<file path="src/logic/gcr_map.svh">
/*
  Offsets, field positions and reset values of the gain-control and
  channel-enable register group.
  Assumes it is included by bare name from the design.
*/
`ifndef GCR_MAP_SVH
`define GCR_MAP_SVH

// register offsets on the control port
`define GCR_OFS_RANGE_ENH_CFG   8'h6d
`define GCR_OFS_LEVEL_CTL_CFG   8'h70
`define GCR_OFS_INPUT_CH_EN     8'h73
`define GCR_OFS_SLOT_OUT_EN     8'h74

// reset values
`define GCR_RST_RANGE_ENH_CFG   8'h7b
`define GCR_RST_LEVEL_CTL_CFG   8'he7
`define GCR_RST_INPUT_CH_EN     8'hf0
`define GCR_RST_SLOT_OUT_EN     8'h00

// field positions: level/threshold in the upper nibble, ceiling below
`define GCR_HI_NIB_MSB          7
`define GCR_HI_NIB_LSB          4
`define GCR_LO_NIB_MSB          3
`define GCR_LO_NIB_LSB          0

// highest legal codes
`define GCR_RE_THR_MAX_CODE     4'h9
`define GCR_RE_CEIL_MAX_CODE    4'hc
`define GCR_LC_CEIL_MAX_CODE    4'hd

// decode: value in dB = base + step * code
`define GCR_RE_THR_BASE_DB      7'h0c
`define GCR_RE_THR_STEP_DB      7'h06
`define GCR_RE_CEIL_BASE_DB     7'h02
`define GCR_RE_CEIL_STEP_DB     7'h02
`define GCR_LC_TGT_BASE_DB      7'h06
`define GCR_LC_TGT_STEP_DB      7'h02
`define GCR_LC_CEIL_BASE_DB     7'h03
`define GCR_LC_CEIL_STEP_DB     7'h03

`endif

</file>
<file path="src/logic/gcr_pkg.sv">
/*
  Types shared by the gain-control and channel-enable register group.
  Assumes gcr_map.svh is on the include path.
*/
package gcr_pkg;

  // raw register contents
  typedef struct packed {
    logic [7:0] range_enh_cfg;
    logic [7:0] level_ctl_cfg;
    logic [7:0] input_ch_en;
    logic [7:0] slot_out_en;
  } gcr_regs_s;

  // settings handed to whichever gain function is selected
  typedef struct packed {
    logic       level_ctl_sel;
    logic [6:0] level_db;
    logic [6:0] ceiling_db;
    logic       reserved_code;
  } gcr_gain_s;

  // register port request
  typedef struct packed {
    logic       wr;
    logic       rd;
    logic [7:0] addr;
    logic [7:0] wdata;
  } gcr_req_s;

endpackage

</file>
<file path="src/logic/gcr_regs.sv">
/*
  Register group holding the range-enhancer and level-controller settings
  and the per-channel input and serial-slot enables, with the decoded gain
  settings and slot drive enables derived from them.
  Assumes requests come from control-port logic on the same clock, one
  access per cycle, with the enhancer-or-leveler selector held elsewhere.
*/
`timescale 1ns/10ps
`include "gcr_map.svh"

// Notes on behaviour
// Threshold codes 0 to 9 select -12 dB down to -66 dB of input level.
// The host must not program threshold codes 10 to 15.
// Enhancer ceiling codes 0 to 12 select 2 dB up to 26 dB of gain.
// The host must not write enhancer ceiling codes 13 to 15.
// The enhancer register resets to threshold 7 and ceiling 0xb.
// Target codes 0 to 15 select -6 dB down to -36 dB of output level.
// Leveler ceiling codes 0 to 13 select 3 dB up to 42 dB of gain.
// The host must not write leveler ceiling codes 14 or 15.
// The leveler register resets to target 0xe high and ceiling 7 low.
// Input channels 1 to 4 reset enabled and a written 0 disables them.
// Input channels 5 to 8 are pulse-density only and reset disabled.
// Input enables run channel 1 at bit 7 to channel 8 at bit 0, 0xf0.
// Slot enables run channel 1 at bit 7 to channel 8 at bit 0, all 0.
// A slot whose enable is 0 is left undriven, with 1 it is driven.
// The selector picks the enhancer with 0 and the leveler with 1.
// Intermediate codes follow the uniform step of the end codes.
// Writes store on the clock and reads return the last value written.
module gcr_regs (
  // clock and reset
  input  wire logic               clk_in,
  input  wire logic               rst_in,
  // register port
  input  wire gcr_pkg::gcr_req_s  req_in,
  output logic [7:0]              rdata_out,
  output logic                    rvalid_out,
  // selector from the neighbouring register
  input  wire logic               level_ctl_sel_in,
  // configuration outputs
  output gcr_pkg::gcr_regs_s      regs_out,
  output gcr_pkg::gcr_gain_s      gain_out,
  output logic [7:0]              input_ch_enable_out,
  output logic [7:0]              slot_oe_out
);

  gcr_pkg::gcr_regs_s regs;
  gcr_pkg::gcr_regs_s next_regs;
  logic [7:0]         next_rdata;
  logic               next_rvalid;
  gcr_pkg::gcr_gain_s next_gain;
  logic [7:0]         next_ch_en;
  logic [7:0]         next_slot_oe;
  logic [3:0]         re_thr;
  logic [3:0]         re_ceil;
  logic [3:0]         lc_tgt;
  logic [3:0]         lc_ceil;

  assign re_thr  = regs.range_enh_cfg[`GCR_HI_NIB_MSB:`GCR_HI_NIB_LSB];
  assign re_ceil = regs.range_enh_cfg[`GCR_LO_NIB_MSB:`GCR_LO_NIB_LSB];
  assign lc_tgt  = regs.level_ctl_cfg[`GCR_HI_NIB_MSB:`GCR_HI_NIB_LSB];
  assign lc_ceil = regs.level_ctl_cfg[`GCR_LO_NIB_MSB:`GCR_LO_NIB_LSB];

  // register writes and reads
  always_comb begin
    next_regs   = regs;
    next_rdata  = 8'h00;
    next_rvalid = req_in.rd;
    if (req_in.wr) begin
      unique case (req_in.addr)
        `GCR_OFS_RANGE_ENH_CFG: next_regs.range_enh_cfg = req_in.wdata;
        `GCR_OFS_LEVEL_CTL_CFG: next_regs.level_ctl_cfg = req_in.wdata;
        `GCR_OFS_INPUT_CH_EN:   next_regs.input_ch_en   = req_in.wdata;
        `GCR_OFS_SLOT_OUT_EN:   next_regs.slot_out_en   = req_in.wdata;
        default: begin
          // unmapped writes are dropped
          next_regs = regs;
        end
      endcase
    end
    // a read in the same cycle as a write returns the older value
    if (req_in.rd) begin
      unique case (req_in.addr)
        `GCR_OFS_RANGE_ENH_CFG: next_rdata = regs.range_enh_cfg;
        `GCR_OFS_LEVEL_CTL_CFG: next_rdata = regs.level_ctl_cfg;
        `GCR_OFS_INPUT_CH_EN:   next_rdata = regs.input_ch_en;
        `GCR_OFS_SLOT_OUT_EN:   next_rdata = regs.slot_out_en;
        default:                next_rdata = 8'h00;
      endcase
    end
  end

  always_ff @(posedge clk_in or posedge rst_in) begin
    if (rst_in) begin
      regs.range_enh_cfg <= `GCR_RST_RANGE_ENH_CFG;
      regs.level_ctl_cfg <= `GCR_RST_LEVEL_CTL_CFG;
      regs.input_ch_en   <= `GCR_RST_INPUT_CH_EN;
      regs.slot_out_en   <= `GCR_RST_SLOT_OUT_EN;
      rdata_out          <= 8'h00;
      rvalid_out         <= 1'b0;
    end else begin
      regs       <= next_regs;
      rdata_out  <= next_rdata;
      rvalid_out <= next_rvalid;
    end
  end

  // decoded gain settings for the selected function
  always_comb begin
    next_gain.level_ctl_sel = level_ctl_sel_in;
    if (level_ctl_sel_in) begin
      next_gain.level_db = 7'(`GCR_LC_TGT_BASE_DB
                         + `GCR_LC_TGT_STEP_DB * {3'h0, lc_tgt});
      next_gain.ceiling_db = 7'(`GCR_LC_CEIL_BASE_DB
                         + `GCR_LC_CEIL_STEP_DB * {3'h0, lc_ceil});
      // reserved codes are flagged, not clamped, so software sees its slip
      next_gain.reserved_code = (lc_ceil > `GCR_LC_CEIL_MAX_CODE);
    end else begin
      next_gain.level_db = 7'(`GCR_RE_THR_BASE_DB
                         + `GCR_RE_THR_STEP_DB * {3'h0, re_thr});
      next_gain.ceiling_db = 7'(`GCR_RE_CEIL_BASE_DB
                         + `GCR_RE_CEIL_STEP_DB * {3'h0, re_ceil});
      next_gain.reserved_code = (re_thr > `GCR_RE_THR_MAX_CODE)
                              | (re_ceil > `GCR_RE_CEIL_MAX_CODE);
    end
  end

  // per-channel outputs in channel order: index 0 is channel 1
  for (genvar ch = 0; ch < 8; ch++) begin : g_ch
    assign next_ch_en[ch]   = regs.input_ch_en[7 - ch];
    assign next_slot_oe[ch] = regs.slot_out_en[7 - ch];
  end

  always_ff @(posedge clk_in or posedge rst_in) begin
    if (rst_in) begin
      regs_out            <= '0;
      gain_out            <= '0;
      input_ch_enable_out <= 8'h00;
      slot_oe_out         <= 8'h00;
    end else begin
      regs_out            <= regs;
      gain_out            <= next_gain;
      input_ch_enable_out <= next_ch_en;
      slot_oe_out         <= next_slot_oe;
    end
  end

endmodule

</file>
<file path="config.mk">
export PLATFORM = sky130hd
export DESIGN_NAME = gcr_regs
export DESIGN_NICKNAME = d
export VERILOG_FILES = /design/src/logic/gcr_pkg.sv /design/src/logic/gcr_regs.sv
export VERILOG_INCLUDE_DIRS = /design/src /design/src/logic
export SDC_FILE = /design/constraint.sdc
export NUM_CORES = 1
export LEC_CHECK = 0
export BUFFER_PORTS_ARGS = -buffer_cell sky130_fd_sc_hd__buf_2
export CAP_MARGIN = 20
export CORE_ASPECT_RATIO = 1.25
export CORE_MARGIN = 2
export CORE_UTILIZATION = 51
export DETAILED_ROUTE_END_ITERATION = 12
export GPL_ROUTABILITY_DRIVEN = 0
export MAX_ROUTING_LAYER = met4
export PLACE_DENSITY = 0.79
export SLEW_MARGIN = 0
export SYNTH_ARGS = -nofsm -noshare
export SYNTH_HDL_FRONTEND = slang
export SYNTH_SLANG_ARGS = --single-unit
</file>
<file path="constraint.sdc">
create_clock -name clk_in -period 5.4 [get_ports clk_in]
set_input_delay 0.54 -clock clk_in [delete_from_list [all_inputs] [get_ports clk_in]]
set_output_delay 0.54 -clock clk_in [all_outputs]
set_load 0.01 [all_outputs]
</file>
==> flow_metrics.env <==
export IMPL_ys_seq_area_share_pct=57.6
export IMPL_average_instance_area_after_synthesis_um2=13.2
export IMPL_synthesis_instances=289
export IMPL_port_buffers=91
export IMPL_fillerInstances=567
export IMPL_placementRows=35
export IMPL_drt_first_iter_violations=99
export IMPL_sw_frac_of_total_pct=23.8
export IMPL_crit_reg2reg_capture="gain_out[14]$_DFF_PP0_"
export IMPL_synthToLayoutAreaGrowth_pct=16.9
export IMPL_die_area_mm2=0.00818
export IMPL_crit_path_end_kind="flip-flop"
export IMPL_slew_viol_final=0
export IMPL_max_clock_freq_mhz=418
export IMPL_tritoncts="yes"
export IMPL_clkSinkCount=87
export IMPL_stdcell_count=465
export IMPL_setup_violations=0
export IMPL_final_layout_size_suffix_gt1_share_pct=41.0
export IMPL_crit_reg2reg_launch="re_thr[0]$_DFFE_PP1P_"
export IMPL_clock_root_buffer="sky130_fd_sc_hd__clkbuf_8"
export IMPL_worstPathArrival_ps=2610
export IMPL_yosys_most_used_dff="sky130_fd_sc_hd__dfrtp_1"
export IMPL_netlist_cell_type_count=43
export IMPL_setup_total_negative_slack_ps=0
export IMPL_clock_latency_ps=350
export IMPL_rsz_0062_raised_after_global_routing="no"
export IMPL_drc=0
export IMPL_timing_final_crit_share_pct=44.4
export IMPL_timing_critical_path_fanout_max=7
export IMPL_num_antenna_cells=0
export IMPL_p_comb_share_pct=9.5
export IMPL_worst_r2r_path_depth=8
export IMPL_layout_setup_ws_ps=3000
export IMPL_outcome="finished, final reports clean"
export IMPL_synth_top_area_share_pct=46.6
export IMPL_post_synth_top_count_cell="sky130_fd_sc_hd__dfrtp_1"
export IMPL_die_width_um=81.3
export IMPL_timing_final_crit_period_ps=2400
export IMPL_timing_reg2reg_setup_slack_ps=3000
export IMPL_clock_power_share_pct=36.7
export IMPL_critical_path_startpoint_type="flip-flop"
export IMPL_post_synth_instance_area_mm2=0.00381
export IMPL_power_per_cell_area_mw_per_mm2=296
export IMPL_htree_num_levels=3
export IMPL_timing_hold_ws_ps=202
export IMPL_asyncSetResetFlopFracSynth_pct=100
export IMPL_number_of_buffers_inserted_by_hold_repair_at_cts=0
export IMPL_via_per_instance_ratio=5.25
export IMPL_routedWlPerCell_um=15.7
export IMPL_cp_required_ps=5610
export IMPL_synth_yosys_warnings=0
export IMPL_worst_slew_pin_transition_ps=1020
export IMPL_postLayoutCoreUtil_pct=60.9
export IMPL_die_height_um=101
export IMPL_ys_seq_elements=87
export IMPL_grt_antenna_before_repair=0
export IMPL_hold_path_class="in -> async"
export IMPL_global_route_overflow_total=0
export IMPL_core_area_mm2=0.00731
export IMPL_route_vias_total=2442
export IMPL_vdd_ir_drop_max_v=0.000161
export IMPL_cells_taking_the_most_area_after_synthesis="sky130_fd_sc_hd__dfrtp_1, sky130_fd_sc_hd__dfstp_2, sky130_fd_sc_hd__mux2_2"
export IMPL_p_leak_nw=2.38
export IMPL_floorplan_io_pins=94
export IMPL_grt_pass1_vias=2426
export IMPL_tritoncts_num_buffers=9
export IMPL_dpl_cell_count=448
export IMPL_timing_max_cap_violations=0
export IMPL_cell_internal_pwr_w=0.00101
export IMPL_post_cts_setup_buffers=0
export IMPL_seq_power_share_pct=53.8
export IMPL_preCtsSetupSlack_ps=2900
export IMPL_drt_total_wl_um=7300
export IMPL_route_antenna_remaining_nets=0
export IMPL_clockBufferDepth=2
export IMPL_drt_pre_antenna_iters=4
export IMPL_slew_headroom_pct=31.7
export IMPL_net_total_in_the_final_layout=410
export IMPL_skew_ps=8.91
export IMPL_hold_viol_final=0
export IMPL_synth_cells_most_frequent="sky130_fd_sc_hd__dfrtp_1, sky130_fd_sc_hd__mux2_2, sky130_fd_sc_hd__ha_1"
export IMPL_post_cts_resized_instances=0
export IMPL_initial_core_util_pct=52.1
export IMPL_hpwlAfterDp_um=5230
export IMPL_wire_length_of_the_first_global_routing_pass_um=11900
export IMPL_crit_type="reg -> reg"
export IMPL_edff_count_synth=0
export IMPL_netlist_top_cell_by_area="sky130_fd_sc_hd__dfrtp_1"
export IMPL_power_switching_w=0.000314
export IMPL_largest_net_degree_at_the_start_of_global_routing=88
export IMPL_worst_setup_hold_path_clk_slew_ps=90
export IMPL_total_global_route_track_usage_pct=20.2
-- power by group through the flow --
stage	sequential [W]	combinational, W	clock, W
after floorplan	0.000726	0.0000730	0
after global placement	0.000721	0.000121	0
after detailed placement	0.000722	0.000125	0
after CTS	0.000709	0.000125	0.000494
after global routing	0.000714	0.000142	0.000523
final	0.000709	0.000126	0.000484
-- worst max-delay path: stages, from the launching register on --
cell                      delay, ps
sky130_fd_sc_hd__dfstp_2        610
sky130_fd_sc_hd__ha_1           190
sky130_fd_sc_hd__inv_1           50
sky130_fd_sc_hd__fa_1           460
sky130_fd_sc_hd__ha_1           270
sky130_fd_sc_hd__nor3_1         240
sky130_fd_sc_hd__mux2i_1        230
sky130_fd_sc_hd__a21o_1         130
sky130_fd_sc_hd__a31oi_1         80
-- flip-flops by register name (all words and copies together), names as in the netlist --
name	flops
gain_out	14
next_ch_en	8
input_ch_enable_out	7
rvalid_out	1
next_slot_oe	8
re_ceil	4
rdata_out	8
re_thr	4
regs_out	18
lc_ceil	4
lc_tgt	4
slot_oe_out	7
-- logic make-up (layout without fill, tap and decap cells) --
group	count (synthesis)	in the layout	share of synthesized area, %
buffers and inverters	45	128	6.63
other	1	2	0.0984
XOR/XNOR	13	13	2.99
flip-flops	87	87	57.6
multiplexers	38	38	11.0
AO/OA/AOI/OAI	41	41	7.68
AND/OR/NAND/NOR	43	43	6.83
adder cells (fa/ha/maj)	21	21	7.09
-- how the worst max path moves through the flow --
stage                                     start                endpoint  depth (start not counted)
after floorplan                          rst_in   gain_out[0]$_DFF_PP0_                          1
after global placement               req_in[13]  lc_ceil[3]$_DFFE_PP0P_                          5
after detailed placement             req_in[13]  lc_ceil[3]$_DFFE_PP0P_                          5
after CTS                 re_thr[0]$_DFFE_PP1P_  gain_out[14]$_DFF_PP0_                          8
after global routing      re_thr[1]$_DFFE_PP1P_  gain_out[14]$_DFF_PP0_                          8
final                     re_thr[0]$_DFFE_PP1P_  gain_out[14]$_DFF_PP0_                          8
-- layout by cell type (no fill, tap or decap), drive strengths merged, types with 2 or more instances in the layout --
cell type / count
mux2: 32
o21ai: 4
a31oi: 3
xnor2: 10
conb: 2
and2: 2
dfstp: 16
and3: 4
a22o: 6
ha: 20
xor2: 3
bufinv: 2
a21oi: 12
dfrtp: 71
nor2: 7
nand2: 8
a222oi: 7
nand3: 4
nor2b: 2
buf: 93
inv: 19
mux2i: 6
nor3b: 3
clkbuf: 12
nor3: 8
a21o: 4
-- per-stage QoR --
step,power [W],instance area (µm²)
global route,0.00138,4450
finish,0.00132,4450
CTS,0.00133,4430
floorplan,0.000799,3810
global placement,0.000841,4210
detailed placement,0.000846,4210
-- layout make-up --
cell class | instances | area, µm² | area share (%)
timing repair buffer | 93 | 490 | 11.0
sequential | 87 | 2200 | 49.3
inverter | 19 | 72.6 | 1.63
clock buffer | 12 | 135 | 3.03
clock inverter | 4 | 78.8 | 1.77
multi-input combinational | 158 | 1370 | 30.6
tap | 92 | 115 | 2.58
-- layer usage --
metal  share of wire, %  global-route usage [%]  routed length, µm  vias up
met4                1.8                    10.3                129        0
met5                  0                       -                  0        -
li1                   -                       -                  -     1149
met3                5.8                    4.12                424       12
met1                 41                    24.8               2980     1195
met2                 52                    31.4               3770       86
No activity file was read; power rests on OpenSTA's default activity.
